==> config.mk <==
export PLATFORM = sky130hd
export DESIGN_NAME = csr_converter_regs
export DESIGN_NICKNAME = d
export VERILOG_FILES = /design/src/verilog/csr_converter_regs.v
export VERILOG_INCLUDE_DIRS = /design/src /design/src/verilog
export SDC_FILE = /design/constraint.sdc
export NUM_CORES = 1
export LEC_CHECK = 0
export ABC_AREA = 1
export BUFFER_PORTS_ARGS = -buffer_cell sky130_fd_sc_hd__buf_2
export CORE_MARGIN = 3
export CORE_UTILIZATION = 30
export DETAILED_ROUTE_END_ITERATION = 12
export SLEW_MARGIN = 20
export SYNTH_ARGS = -nofsm -noshare
export SYNTH_HDL_FRONTEND = slang
export SYNTH_SLANG_ARGS = --single-unit
export TNS_END_PERCENT = 100
==> constraint.sdc <==
create_clock -name clk_i -period 2.3 [get_ports clk_i]
set_input_delay 0.23 -clock clk_i [delete_from_list [all_inputs] [get_ports clk_i]]
set_output_delay 0.23 -clock clk_i [all_outputs]
set_load 0.005 [all_outputs]
==> src/verilog/csr_map.vh <==
`ifndef CSR_MAP_VH
`define CSR_MAP_VH

// Register offsets
`define CSR_SYNC_REF_CLK_CFG   8'h0e
`define CSR_ANALOG_IN_CFG      8'h11
`define CSR_FUSE_LOAD_CTL      8'h13
`define CSR_PAT_VALUE_LOW      8'h14
`define CSR_PAT_VALUE_MID      8'h15
`define CSR_PAT_MODE_HIGH      8'h16
`define CSR_SER_CLK_BUF_CTL    8'h18

// Reset values
`define CSR_RESET_VALUE        8'h00

// Fields of sync_reference_clock_config
`define CSR_SYNC_PIN_FUNC_BIT  7
`define CSR_SYNC_TRIGGER_BIT   6
`define CSR_SYNC_REG_EN_BIT    5
`define CSR_REFERENCE_CONTROL_SOURCE_BIT        3
`define CSR_REF_SEL_HI         2
`define CSR_REF_SEL_LO         1
`define CSR_SE_CLK_BIT         0

// Fields of other registers
`define CSR_SE_IN_A_BIT        5
`define CSR_FUSE_LOAD_BIT      0
`define CSR_PAT_MODE_HI        4
`define CSR_PAT_MODE_LO        2
`define CSR_PAT_HIGH_HI        1
`define CSR_PAT_HIGH_LO        0
`define CSR_SER_CLK_EN_BIT     4

// Reference selection codes
`define CSR_REF_INTERNAL       2'h0
`define CSR_REF_EXT_BUFFERED   2'h1
`define CSR_REF_EXTERNAL       2'h2

// Pattern mode codes
`define CSR_PAT_NORMAL         3'h0
`define CSR_PAT_RAMP           3'h2
`define CSR_PAT_CONSTANT       3'h3

// Widths
`define CSR_PAT_WIDTH          18
`define CSR_ADC_WIDTH          14

`endif

==> src/verilog/csr_converter_regs.v <==
// Behaviour
// [RULE_01] Pin bit selects powerdown or sync on pin
// [RULE_02] Trigger bit toggle issues sync; host clears
// [RULE_03] Register sync enable replaces pin sync
// [RULE_04] Reference control picks pin or register source
// [RULE_05] Reference field: internal, buffered external, external
// [RULE_06] Single-ended clock bit powers down differential buffer; code applies it only when reference control selects register source
// [RULE_07] Analog register bit selects single-ended channel A
// [RULE_08] Host sets then clears fuse load bit
// [RULE_09] Fuse load resets other written registers
// [RULE_10] Pattern value assembled; constant output MSB aligned
// [RULE_11] Ramp uses pattern value as step
// [RULE_12] Pattern mode: normal, ramp, constant
// [RULE_13] Pattern inserted at native resolution, MSB aligned
// [RULE_14] Serial clock buffer enable bit
// [RULE_15] Trigger detected on zero-to-one transition only
`timescale 1ns/1ps
`include "csr_map.vh"

module csr_converter_regs (
    input  wire        clk_i,
    input  wire        resetn_i,
    input  wire        reg_wr_i,
    input  wire [7:0]  reg_addr_i,
    input  wire [7:0]  reg_wdata_i,
    output reg  [7:0]  reg_rdata_o,
    input  wire        sync_powerdown_pin_i,
    input  wire        reference_buffer_pin_i,
    input  wire [13:0] adc_data_i,
    output reg  [13:0] test_data_o,
    output reg         global_powerdown_o,
    output reg         sync_pulse_o,
    output reg  [1:0]  reference_select_o,
    output reg         single_ended_clock_select_o,
    output reg         diff_clock_buffer_pd_o,
    output reg         single_ended_input_chan_a_o,
    output reg         fuse_mapping_load_o,
    output reg         serial_clock_in_buffer_enable_o
);

    reg  [7:0]  sync_cfg_reg;
    reg  [7:0]  analog_cfg_reg;
    reg  [7:0]  fuse_ctl_reg;
    reg  [7:0]  pat_low_reg;
    reg  [7:0]  pat_mid_reg;
    reg  [7:0]  pat_high_reg;
    reg  [7:0]  ser_clk_reg;
    reg  [1:0]  pin_meta_reg;
    reg  [1:0]  pin_sync_reg;
    reg         sync_pin_prev_reg;
    reg         trigger_prev_reg;
    reg  [17:0] ramp_acc_reg;
    reg  [7:0]  rdata_next;
    reg  [13:0] test_data_next;

    wire [1:0]  pin_async     = {reference_buffer_pin_i, sync_powerdown_pin_i};
    wire        sync_pin_lvl  = pin_sync_reg[0];
    wire        ref_pin_lvl   = pin_sync_reg[1];
    wire        pin_is_sync   = sync_cfg_reg[`CSR_SYNC_PIN_FUNC_BIT];
    wire        reg_sync_en   = sync_cfg_reg[`CSR_SYNC_REG_EN_BIT];
    wire        reference_control_source       = sync_cfg_reg[`CSR_REFERENCE_CONTROL_SOURCE_BIT];
    wire        fuse_wr       = reg_wr_i && (reg_addr_i == `CSR_FUSE_LOAD_CTL);
    // Load fires when the bit is taken from one back to zero
    wire        fuse_fire     = fuse_wr && fuse_ctl_reg[`CSR_FUSE_LOAD_BIT] &&
                                !reg_wdata_i[`CSR_FUSE_LOAD_BIT]; // [RULE_08]
    wire [17:0] pattern_value = {pat_high_reg[`CSR_PAT_HIGH_HI:`CSR_PAT_HIGH_LO],
                                 pat_mid_reg, pat_low_reg}; // [RULE_10]
    wire [2:0]  pat_mode      = pat_high_reg[`CSR_PAT_MODE_HI:`CSR_PAT_MODE_LO];
    // Edge of the stored trigger, a held bit gives one sync only
    wire        trig_rise     = sync_cfg_reg[`CSR_SYNC_TRIGGER_BIT] && !trigger_prev_reg; // [RULE_15]
    wire        pin_rise      = sync_pin_lvl && !sync_pin_prev_reg;
    // Ramp wraps at full scale, carry dropped on purpose
    wire [18:0] ramp_sum      = {1'b0, ramp_acc_reg} + {1'b0, pattern_value};

    // Two flops per pin before any logic reads it
    genvar g;
    generate
        for (g = 0; g < 2; g = g + 1) begin : gen_pin_sync
            always @(posedge clk_i) begin
                if (!resetn_i) begin
                    pin_meta_reg[g] <= 1'b0;
                    pin_sync_reg[g] <= 1'b0;
                end else begin
                    pin_meta_reg[g] <= pin_async[g];
                    pin_sync_reg[g] <= pin_meta_reg[g];
                end
            end
        end
    endgenerate

    // Register writes
    always @(posedge clk_i) begin
        if (!resetn_i) begin
            sync_cfg_reg   <= `CSR_RESET_VALUE;
            analog_cfg_reg <= `CSR_RESET_VALUE;
            fuse_ctl_reg   <= `CSR_RESET_VALUE;
            pat_low_reg    <= `CSR_RESET_VALUE;
            pat_mid_reg    <= `CSR_RESET_VALUE;
            pat_high_reg   <= `CSR_RESET_VALUE;
            ser_clk_reg    <= `CSR_RESET_VALUE;
        end else if (fuse_fire) begin
            sync_cfg_reg   <= `CSR_RESET_VALUE; // [RULE_09]
            analog_cfg_reg <= `CSR_RESET_VALUE;
            fuse_ctl_reg   <= `CSR_RESET_VALUE;
            pat_low_reg    <= `CSR_RESET_VALUE;
            pat_mid_reg    <= `CSR_RESET_VALUE;
            pat_high_reg   <= `CSR_RESET_VALUE;
            ser_clk_reg    <= `CSR_RESET_VALUE;
        end else if (reg_wr_i) begin
            if (reg_addr_i == `CSR_SYNC_REF_CLK_CFG) begin
                sync_cfg_reg <= reg_wdata_i;
            end else if (reg_addr_i == `CSR_ANALOG_IN_CFG) begin
                analog_cfg_reg <= reg_wdata_i;
            end else if (reg_addr_i == `CSR_FUSE_LOAD_CTL) begin
                fuse_ctl_reg <= reg_wdata_i;
            end else if (reg_addr_i == `CSR_PAT_VALUE_LOW) begin
                pat_low_reg <= reg_wdata_i;
            end else if (reg_addr_i == `CSR_PAT_VALUE_MID) begin
                pat_mid_reg <= reg_wdata_i;
            end else if (reg_addr_i == `CSR_PAT_MODE_HIGH) begin
                pat_high_reg <= reg_wdata_i;
            end else if (reg_addr_i == `CSR_SER_CLK_BUF_CTL) begin
                ser_clk_reg <= reg_wdata_i;
            end
        end
    end

    // Read mux, unmapped reads return zero
    always @* begin
        rdata_next = 8'h00;
        if (reg_addr_i == `CSR_SYNC_REF_CLK_CFG) begin
            rdata_next = sync_cfg_reg;
        end else if (reg_addr_i == `CSR_ANALOG_IN_CFG) begin
            rdata_next = analog_cfg_reg;
        end else if (reg_addr_i == `CSR_FUSE_LOAD_CTL) begin
            rdata_next = fuse_ctl_reg;
        end else if (reg_addr_i == `CSR_PAT_VALUE_LOW) begin
            rdata_next = pat_low_reg;
        end else if (reg_addr_i == `CSR_PAT_VALUE_MID) begin
            rdata_next = pat_mid_reg;
        end else if (reg_addr_i == `CSR_PAT_MODE_HIGH) begin
            rdata_next = pat_high_reg;
        end else if (reg_addr_i == `CSR_SER_CLK_BUF_CTL) begin
            rdata_next = ser_clk_reg;
        end
    end

    // Edge history and ramp accumulator
    always @(posedge clk_i) begin
        if (!resetn_i) begin
            sync_pin_prev_reg <= 1'b0;
            trigger_prev_reg  <= 1'b0;
            ramp_acc_reg      <= 18'h00000;
        end else begin
            sync_pin_prev_reg <= sync_pin_lvl;
            trigger_prev_reg  <= sync_cfg_reg[`CSR_SYNC_TRIGGER_BIT];
            if (pat_mode == `CSR_PAT_RAMP) begin
                ramp_acc_reg <= ramp_sum[17:0]; // [RULE_11]
            end else begin
                ramp_acc_reg <= 18'h00000;
            end
        end
    end

    // Test pattern selection ahead of the test_data_o register
    always @* begin
        case (pat_mode) // [RULE_12]
            `CSR_PAT_RAMP: begin
                test_data_next = ramp_acc_reg[17:4]; // [RULE_13]
            end
            `CSR_PAT_CONSTANT: begin
                test_data_next = pattern_value[17:4]; // [RULE_10]
            end
            default: begin
                test_data_next = adc_data_i;
            end
        endcase
    end

    always @(posedge clk_i) begin
        if (!resetn_i) begin
            reg_rdata_o                     <= 8'h00;
            test_data_o                     <= 14'h0000;
            global_powerdown_o              <= 1'b0;
            sync_pulse_o                    <= 1'b0;
            reference_select_o              <= `CSR_REF_INTERNAL;
            single_ended_clock_select_o     <= 1'b0;
            diff_clock_buffer_pd_o          <= 1'b0;
            single_ended_input_chan_a_o     <= 1'b0;
            fuse_mapping_load_o             <= 1'b0;
            serial_clock_in_buffer_enable_o <= 1'b0;
        end else begin
            reg_rdata_o        <= rdata_next;
            test_data_o        <= test_data_next;
            global_powerdown_o <= !pin_is_sync && sync_pin_lvl; // [RULE_01]
            if (reg_sync_en) begin
                sync_pulse_o <= trig_rise; // [RULE_02] [RULE_03]
            end else begin
                sync_pulse_o <= pin_is_sync && pin_rise; // [RULE_01]
            end
            if (reference_control_source) begin
                // Unused code 11 falls back to internal reference
                if (sync_cfg_reg[`CSR_REF_SEL_HI:`CSR_REF_SEL_LO] == 2'h3) begin
                    reference_select_o <= `CSR_REF_INTERNAL; // [RULE_05]
                end else begin
                    reference_select_o <= sync_cfg_reg[`CSR_REF_SEL_HI:`CSR_REF_SEL_LO];
                end
                single_ended_clock_select_o <= sync_cfg_reg[`CSR_SE_CLK_BIT]; // [RULE_06]
                diff_clock_buffer_pd_o      <= sync_cfg_reg[`CSR_SE_CLK_BIT]; // [RULE_06]
            end else begin
                reference_select_o <= ref_pin_lvl ? `CSR_REF_EXTERNAL
                                                  : `CSR_REF_INTERNAL; // [RULE_04]
                single_ended_clock_select_o <= 1'b0;
                diff_clock_buffer_pd_o      <= 1'b0;
            end
            single_ended_input_chan_a_o     <= analog_cfg_reg[`CSR_SE_IN_A_BIT]; // [RULE_07]
            fuse_mapping_load_o             <= fuse_fire; // [RULE_08]
            serial_clock_in_buffer_enable_o <= ser_clk_reg[`CSR_SER_CLK_EN_BIT]; // [RULE_14]
        end
    end

endmodule

==> results.yml, run 1 <==
power_and_ir_drop:
  p_clk_share_pct: 44.7
  p_per_area_nw_per_um2: 617
  combPwrFrac_pct: 4.8
  p_seq_share_pct: 50.5
  vdd_drop_max_uv: 381
  switching_share_pct: 24.7
  power.switching_mw: 0.943
  p_int_mw: 2.87
  p_leak_nw: 2.76
layout:
  largest_register_ffs: 18
  multi_input_area_um2: 2640
  syn2layout_area_growth_pct: 15.9
  fill_cells: 1832
  drive_above_1_share_pct: 15.2
  mostFrequentLayoutCell: "nand2_1"
  seq_area_um2: 2200
  finalNetCount: 855
  final_util_pct: 35.7
  final_cell_mix: "nand2_1 (204), dfxtp_1 (110), a21oi_1 (83)"
  n_antenna_cell: 0
cts:
  cts_buffers: 9
  cts.sinks: 110
  cts_tree: "built"
  post_cts_resized: 0
  clk_latency_ps: 360
  ctsHoldBuffers: 0
  cts_htree_levels: 3
  cts_setup_buffers: 0
  clockBufferDepth: 2
  path_clk_slew_ps: 80
  cts_root_buf: "clkbuf_16"
floorplan:
  dieHeight_um: 139
  initial_core_util_pct: 30.8
  die_area_um2: 19400
  num_rows: 48
  core_um2: 17400
  die_w_um: 139
  io_pins: 66
sta:
  min_period_over_period_pct: 79.7
  maxSlewHeadroom_pct: 66.6
  tightestPinTransition_ps: 501
  rsz0062_at_grt: "no"
  finClkSkew_ps: 8.99
  hold_viol_final: 0
  clock.fmax_ghz: 0.546
  maxSlewViolCount: 0
  fin_setup_tns_ps: 0
  whs_ps: 44.6
  fin_crit_ps: 1830
  setup_viol: 0
critical_path:
  timing.rr.start: "pat_low_reg[0]"
  r2r_setup_slack_ps: 470
  end_kind: "flop"
  worst_path_max_delay_cell: "fa_1"
  r2r-end: "ramp_acc_reg[12]"
  critPathKind: "reg2reg"
  path_max_fanout: 4
  arrival_ps: 2120
  slowest_delay_ps: 420
  startpoint_type: "flop"
  crit_chain: "ha_1, fa_1, nand3_1, nand2_1, nand3_1, nand2_1, nand2_1, nand3_1, a21oi_1"
  ff2ff_path_depth: 9
  required_ps: 2590
drt:
  drc: 0
  met2WireLength_um: 6560
  num_vias: 4906
  wl_per_cell_um: 14.3
  via_per_inst: 4.75
  ant_nets: 0
  met1_length_um: 7050
  highest_layer: "met4"
  dr_wl_met3_um: 856
  drt_pass1_iterations: 5
  drtIter0Drc: 362
  drt-total-wl_um: 14700
worst_hold_path:
  hp-start: "sync_powerdown_pin_i"
  hold_depth: 3
  hold_path_end: "pin_meta_reg[0]"
  hp-class: "in2reg"
yosys:
  ys.flop_type: "dfxtp_1"
  synthTopCellsByArea: "dfxtp_1 (41%), nand2_1 (14%), a21oi_1 (7.8%), nand3_1 (6.0%), inv_1 (5.3%)"
  yosys_warnings: 0
  synth_seq_area_share_pct: 41.2
  synth_edf_count: 0
  postSynthCellCount: 742
  synth_async_sr_flop_share_pct: 0
  synth_top_area_share_pct: 41.2
  synth_area_leader_cell: "dfxtp_1"
  syn_area_um2: 5340
  syn_area_per_cell_um2: 7.20
  synth_nets: 795
  synth.distinct_cells: 35
  ys_ff_latch: 110
grt:
  overflow: 0
  grt_pass1_vias: 4669
  antenna_found_initial: 0
  grt_max_degree: 57
  track_usage_pct: 15.3
  grt_pass1_wl_um: 24100
run_status:
  status: "finished, final reports clean"
job:
  max_cap_viol_count: 0
place:
  io_buffers: 65
  hpwlAfterDp_um: 10700
  gp_congestion: 0.907
layer usage:
metal  up-vias  GRT usage [%]
met1      2223           21.0
li1       2539              -
met5         -              0
met3        13           3.40
met2       131           24.4
met4         0           4.38
worst max-delay path: cells and delay by family (launching register included):
kind                     cells  cell delay, ps
AND/OR/NAND/NOR              6             620
adder cells (fa/ha/maj)      2             670
flip-flops                   1             330
AO/OA/AOI/OAI                1             160
power by group through the flow:
stage                     clock (mW)  combinational, mW  sequential, mW
after global placement             0              0.185            1.97
after CTS                       1.77              0.185            1.93
final                           1.71              0.184            1.93
after global routing            1.83              0.203            1.93
after floorplan                    0             0.0952            1.97
after detailed placement           0              0.184            1.97
logic make-up after synthesis:
| logic type | count (synthesis) | share of synthesized area, % |
|---|---|---|
| AOI/OAI and AO/OA | 140 | 14.8 |
| DFF | 110 | 41.2 |
| buffers and inverters | 113 | 9.42 |
| xor gates and xnor gates | 4 | 0.656 |
| adders and majority gates | 18 | 4.36 |
| and+or+nand+nor | 357 | 29.5 |
synthesized netlist by cell type (all sizes together), types with 2 or more instances:
cell type / instances
xnor2: 2
nand3: 65
xor2: 2
o21bai: 4
nor3: 4
a211oi: 17
inv: 85
a21o: 2
ha: 17
buf: 19
nor2: 61
dfxtp: 110
clkbuf: 8
a21oi: 83
o21ai: 18
nand2: 215
nand4: 10
a31oi: 13
stage by stage:
| step | instances | power, mW | area (µm²) | worst slack, ps |
|---|---|---|---|---|
| CTS | 1032 | 3.88 | 6190 | 464 |
| floorplan | 742 | 2.07 | 5340 | 669 |
| global placement | 1016 | 2.16 | 5860 | 520 |
| global route | 1032 | 3.96 | 6190 | 282 |
| finish | 1032 | 3.82 | 6190 | 467 |
| detailed placement | 1016 | 2.16 | 5860 | 483 |
cell type report:
cell class | count | share of cell area [%]
Multi-Input combinational cell | 519 | 42.6
Sequential cell | 110 | 35.6
Timing Repair Buffer | 76 | 6.79
Inverter | 86 | 5.24
Tap cell | 225 | 4.55
Clock buffer | 9 | 3.64
Clock inverter | 7 | 1.62
how the worst max path moves through the flow:
stage                   start          endpoint  slack (ps)  cells past startpoint
2_1_floorplan  pat_low_reg[0]  ramp_acc_reg[10]         670                     10
3_3_place_gp   pat_low_reg[0]  ramp_acc_reg[10]         520                     10
3_5_place_dp   pat_low_reg[0]  ramp_acc_reg[12]         480                      9
4_1_cts        pat_low_reg[0]  ramp_acc_reg[12]         460                      9
5_1_grt        pat_low_reg[0]  ramp_acc_reg[10]         280                      9
6_report       pat_low_reg[0]  ramp_acc_reg[12]         470                      9
Note: power is estimated with default switching activity, not from simulation.
==> run 2, diff against run 1 <==
Settings changed: ABC_AREA 1 to 0.
Clock period 2.3 ns to 1.9 ns, I/O delays scaled along.
==> results.yml, run 2 <==
run_status:
  status: "finished with violations"
  violations: "setup timing"
cts:
  clockBufferDepth: 2
  cts_tree: "built"
  clk_latency_ps: 350
  cts_buffers: 9
  cts.sinks: 110
  path_clk_slew_ps: 70
  cts_root_buf: "clkbuf_16"
  cts_htree_levels: 3
  ctsHoldBuffers: 0
drt:
  drt-total-wl_um: 14300
  drt_pass1_iterations: 5
  drc: 0
  num_vias: 4395
  via_per_inst: 4.97
  wl_per_cell_um: 16.2
  drtIter0Drc: 294
  ant_nets: 0
sta:
  maxSlewViolCount: 0
  finClkSkew_ps: 7.01
  fin_setup_tns_ps: -1120
  hold_viol_final: 0
  clock.fmax_ghz: 0.463
  fin_ws_ps: -260
  maxSlewHeadroom_pct: 54.3
  whs_ps: 43.6
  min_period_over_period_pct: 114
  setup_viol: 7
  tightestPinTransition_ps: 684
  fin_crit_ps: 2160
  rsz0062_at_grt: "yes"
worst_hold_path:
  hold_depth: 2
  hp-class: "in2reg"
power_and_ir_drop:
  p_per_area_nw_per_um2: 687
  p_leak_nw: 2.64
  vdd_drop_max_uv: 389
  fin_total_pwr_mw: 4.60
yosys:
  ys.flop_type: "dfxtp_1"
  synth_async_sr_flop_share_pct: 0
  ys_ff_latch: 110
  synth_top_area_share_pct: 42.8
  postSynthCellCount: 541
  syn_area_per_cell_um2: 9.52
  synth_seq_area_share_pct: 42.8
  synth_edf_count: 0
  yosys_warnings: 0
  synthTopCellsByArea: "dfxtp_1 (43%), mux2i_1 (12%), nor2_1 (5.5%), ha_1 (4.1%), a21oi_1 (3.8%)"
  synth.distinct_cells: 59
  synth.most_common_cell: "dfxtp_1"
  synth_area_leader_cell: "dfxtp_1"
  synth_nets: 594
  syn_area_um2: 5150
  synthTopCellsByCount: "dfxtp_1 (110), nor2_1 (76), mux2i_1 (64)"
layout:
  final_cell_mix: "dfxtp_1 (101), nor2_1 (76), buf_4 (69)"
  finalNetCount: 712
  largest_register_ffs: 18
  syn2layout_area_growth_pct: 30.1
  mostFrequentLayoutCell: "dfxtp_1"
  n_antenna_cell: 0
  drive_above_1_share_pct: 30.6
place:
  hpwlAfterDp_um: 10400
  io_buffers: 65
  dp_slack_ps: -375
  gp_congestion: 0.937
critical_path:
  end_kind: "flop"
  path_max_fanout: 3
  ff2ff_path_depth: 8
  r2r_setup_slack_ps: -260
  arrival_ps: 2390
  crit_chain: "ha_4, fa_2, a21o_1, a221oi_4, a21boi_2, a211oi_2, o21bai_1, mux2i_1"
  required_ps: 2130
  critPathKind: "reg2reg"
  startpoint_type: "flop"
  worst_path_max_delay_cell: "fa_2"
  slowest_delay_ps: 350
job:
  max_cap_viol_count: 0
grt:
  grt_pass1_vias: 4349
  grt_pass1_wl_um: 22000
  grt_max_degree: 30
  antenna_found_initial: 0
  track_usage_pct: 14.9
  overflow: 0
floorplan:
  io_pins: 66
  die_area_um2: 18800
  core_um2: 16700
  num_rows: 47
  initial_core_util_pct: 30.8
  die_w_um: 137
  dieHeight_um: 137
[run 2: cell types whose count changed in the layout (fill, tap and decap cells not counted), moves of 13 or more]
cell and delta:
mux2i_1 +64, nand2b_1 +13, buf_4 +59, a21oi_1 -46, nor2_1 +22, a21o_1 +16
nand2_1 -166, nand3_1 -53, inv_1 -74
[run 2: repair_timing]
| item | CTS | global route |
|---|---|---|
| pin swaps | 15 | 17 |
| resized for setup | 14 | 24 |
| setup endpoints to repair | 9 | 11 |
| setup buffers | 3 | 3 |
[run 2: routing by layer]
layer	track usage, %	wire (µm)	vias up
li1	-	-	2156
met2	25.0	7000	93
met3	2.32	582	33
met4	6.87	429	0
met1	18.6	6300	2113
met5	0	0	-
[run 2: layout make-up]
class | count | area (µm²)
fill | 1653 | 10000
multi-input combinational | 397 | 2950
sequential | 110 | 2220
timing repair buffer | 138 | 915
tap | 220 | 275
clock buffer | 10 | 229
clock inverter | 6 | 93.8
inverter | 3 | 11.3
[run 2: cells by family (layout without fill, tap and decap cells)]
family | count (synthesis) | after routing | share of synthesized area [%]
adders and majority gates | 18 | 18 | 4.52
xor gates and xnor gates | 12 | 12 | 2.04
AOI/OAI and AO/OA | 113 | 113 | 14.5
DFF | 110 | 110 | 42.8
and+or+nand+nor | 189 | 189 | 19.0
buffers and inverters | 34 | 157 | 4.47
muxes | 65 | 65 | 12.7
[run 2: worst max-delay path: cells and delay by family (launching register included)]
kind	cells	cell delay [ps]
mux	1	140
compound gates	5	1050
flops	1	340
fa+ha+maj	2	510
[run 2: report_power, final]
part | total, mW | leakage (nW) | internal, mW | switching [mW]
logic | 0.224 | 1.59 | 0.0893 | 0.135
registers | 2.33 | 0.896 | 2.32 | 0.00584
clock network | 2.05 | 0.153 | 1.17 | 0.885
total | 4.60 | 2.64 | 3.58 | 1.03
[run 2: worst paths after layout]
check	from	endpoint
worst max-delay path	pat_low_reg[0]	ramp_acc_reg[14]
worst min-delay path	reference_buffer_pin_i	pin_meta_reg[1]
worst max register to register	pat_low_reg[0]	ramp_acc_reg[14]
worst min register to register	sync_pin_prev_reg	sync_pulse_o
[run 2: through the flow]
| step | cells | area (µm²) | util [%] |
|---|---|---|---|
| after CTS | 881 | 6550 | 39.2 |
| after global placement | 862 | 6110 | 36.6 |
| after global routing | 884 | 6700 | 40.1 |
| final | 884 | 6700 | 40.1 |
| after floorplan | 541 | 5180 | - |
| after detailed placement | 862 | 6110 | 36.6 |
==> run 3, diff against run 2 <==
Settings changed: RECOVER_POWER set to 25.
==> results.yml, run 3 (synthesized netlist as in run 2, its figures left out) <==
drt:
  drc: 0
  ant_nets: 0
  drt_pass1_iterations: 5
  wl_per_cell_um: 16.2
  drtIter0Drc: 280
  num_vias: 4436
  drt-total-wl_um: 14300
  via_per_inst: 5.02
floorplan:
  io_pins: 66
  die_area_um2: 18800
  core_um2: 16700
  dieHeight_um: 137
  die_w_um: 137
  num_rows: 47
  initial_core_util_pct: 30.8
critical_path:
  slowest_delay_ps: 350
  worst_path_max_delay_cell: "fa_2"
  critPathKind: "reg2reg"
  arrival_ps: 2400
  startpoint_type: "flop"
  required_ps: 2130
  end_kind: "flop"
  crit_chain: "ha_4, fa_2, a21o_1, a221oi_4, a21boi_2, a211oi_2, o21bai_1, mux2i_1"
  path_max_fanout: 3
cts:
  cts_htree_levels: 3
  ctsHoldBuffers: 0
  cts.sinks: 110
  clockBufferDepth: 2
  cts_root_buf: "clkbuf_16"
  cts_tree: "built"
  cts_buffers: 9
  path_clk_slew_ps: 80
  clk_latency_ps: 360
run_status:
  status: "finished with violations"
  violations: "setup timing"
place:
  place_area_um2: 6110
  hpwlAfterDp_um: 10400
  gp_congestion: 0.937
  io_buffers: 65
grt:
  grt_max_degree: 30
  grt_pass1_vias: 4349
  antenna_found_initial: 0
  grt_pass1_wl_um: 22000
  track_usage_pct: 14.9
  overflow: 0
sta:
  setup_viol: 7
  maxSlewHeadroom_pct: 51.7
  finClkSkew_ps: 6.41
  rsz0062_at_grt: "yes"
  maxSlewViolCount: 0
  hold_viol_final: 0
  fin_setup_tns_ps: -1120
  min_period_over_period_pct: 114
  fin_crit_ps: 2160
  fin_ws_ps: -264
  clock.fmax_ghz: 0.462
  tightestPinTransition_ps: 724
power_and_ir_drop:
  fin_total_pwr_mw: 4.61
  p_per_area_nw_per_um2: 690
  vdd_drop_max_uv: 389
  p_leak_nw: 2.58
layout:
  drive_above_1_share_pct: 28.5
  mostFrequentLayoutCell: "dfxtp_1"
  finalNetCount: 712
  final_util_pct: 40.0
  syn2layout_area_growth_pct: 29.7
  design_area_um2: 6680
  n_antenna_cell: 0
  multi_input_area_um2: 2950
  final_cell_mix: "dfxtp_1 (101), nor2_1 (76), buf_4 (68)"
  fill_cells: 1654
  seq_area_um2: 2220
  largest_register_ffs: 18
job:
  max_cap_viol_count: 0
worst_hold_path:
  hp-class: "in2reg"
-- run 3: critical path, delay by kind of cell (launching register included) --
| kind | cells | cell delay (ps) |
|---|---|---|
| AOI/OAI and AO/OA | 5 | 1050 |
| adders and majority gates | 2 | 510 |
| DFF | 1 | 340 |
| muxes | 1 | 140 |
-- run 3: timing repair --
item | in CTS | in global routing
gates resized for setup | 14 | 24
pin swaps | 15 | 17
setup buffers | 3 | 3
setup endpoints to repair | 9 | 11
gates cloned | 0 | 0
-- run 3: worst paths after layout --
check / end / from / cells past startpoint / slack (ps)
worst max-delay path: ramp_acc_reg[14] / pat_low_reg[0] / 8 / -260
worst min-delay path: pin_meta_reg[1] / reference_buffer_pin_i / 2 / 40
worst max register to register: ramp_acc_reg[14] / pat_low_reg[0] / 8 / -260
worst min register to register: sync_pulse_o / sync_pin_prev_reg / 1 / 420
-- run 3: area by class of cell --
class / instances / share of cell area (%)
clock buffers: 10 / 3.43
clock inverters: 6 / 1.41
inverters: 3 / 0.169
multi-input cells: 397 / 44.2
flip-flops and latches: 110 / 33.3
well taps: 220 / 4.12
repair buffers: 138 / 13.4
-- run 3: stage by stage --
| stage | setup WS (ps) | hold WS [ps] | cells |
|---|---|---|---|
| floorplan | -165 | 317 | 541 |
| global placement | -275 | 396 | 862 |
| detailed placement | -375 | 409 | 862 |
| CTS | -297 | 42.6 | 881 |
| global route | -397 | 42.1 | 884 |
| finish | -264 | 42.9 | 884 |
-- run 3: per-layer routing --
metal	track usage (%)	vias to the layer above	part of all wire, %
li1	-	2155	-
met1	18.6	2143	44
met2	25.0	103	49
met3	2.32	35	4.1
met4	6.87	0	3.3
met5	0	-	0
-- run 3: power by group --
part / total [mW] / switching (mW) / internal [mW]
Clock: 2.06 / 0.889 / 1.17
Sequential: 2.33 / 0.00605 / 2.32
Combinational: 0.223 / 0.136 / 0.0867
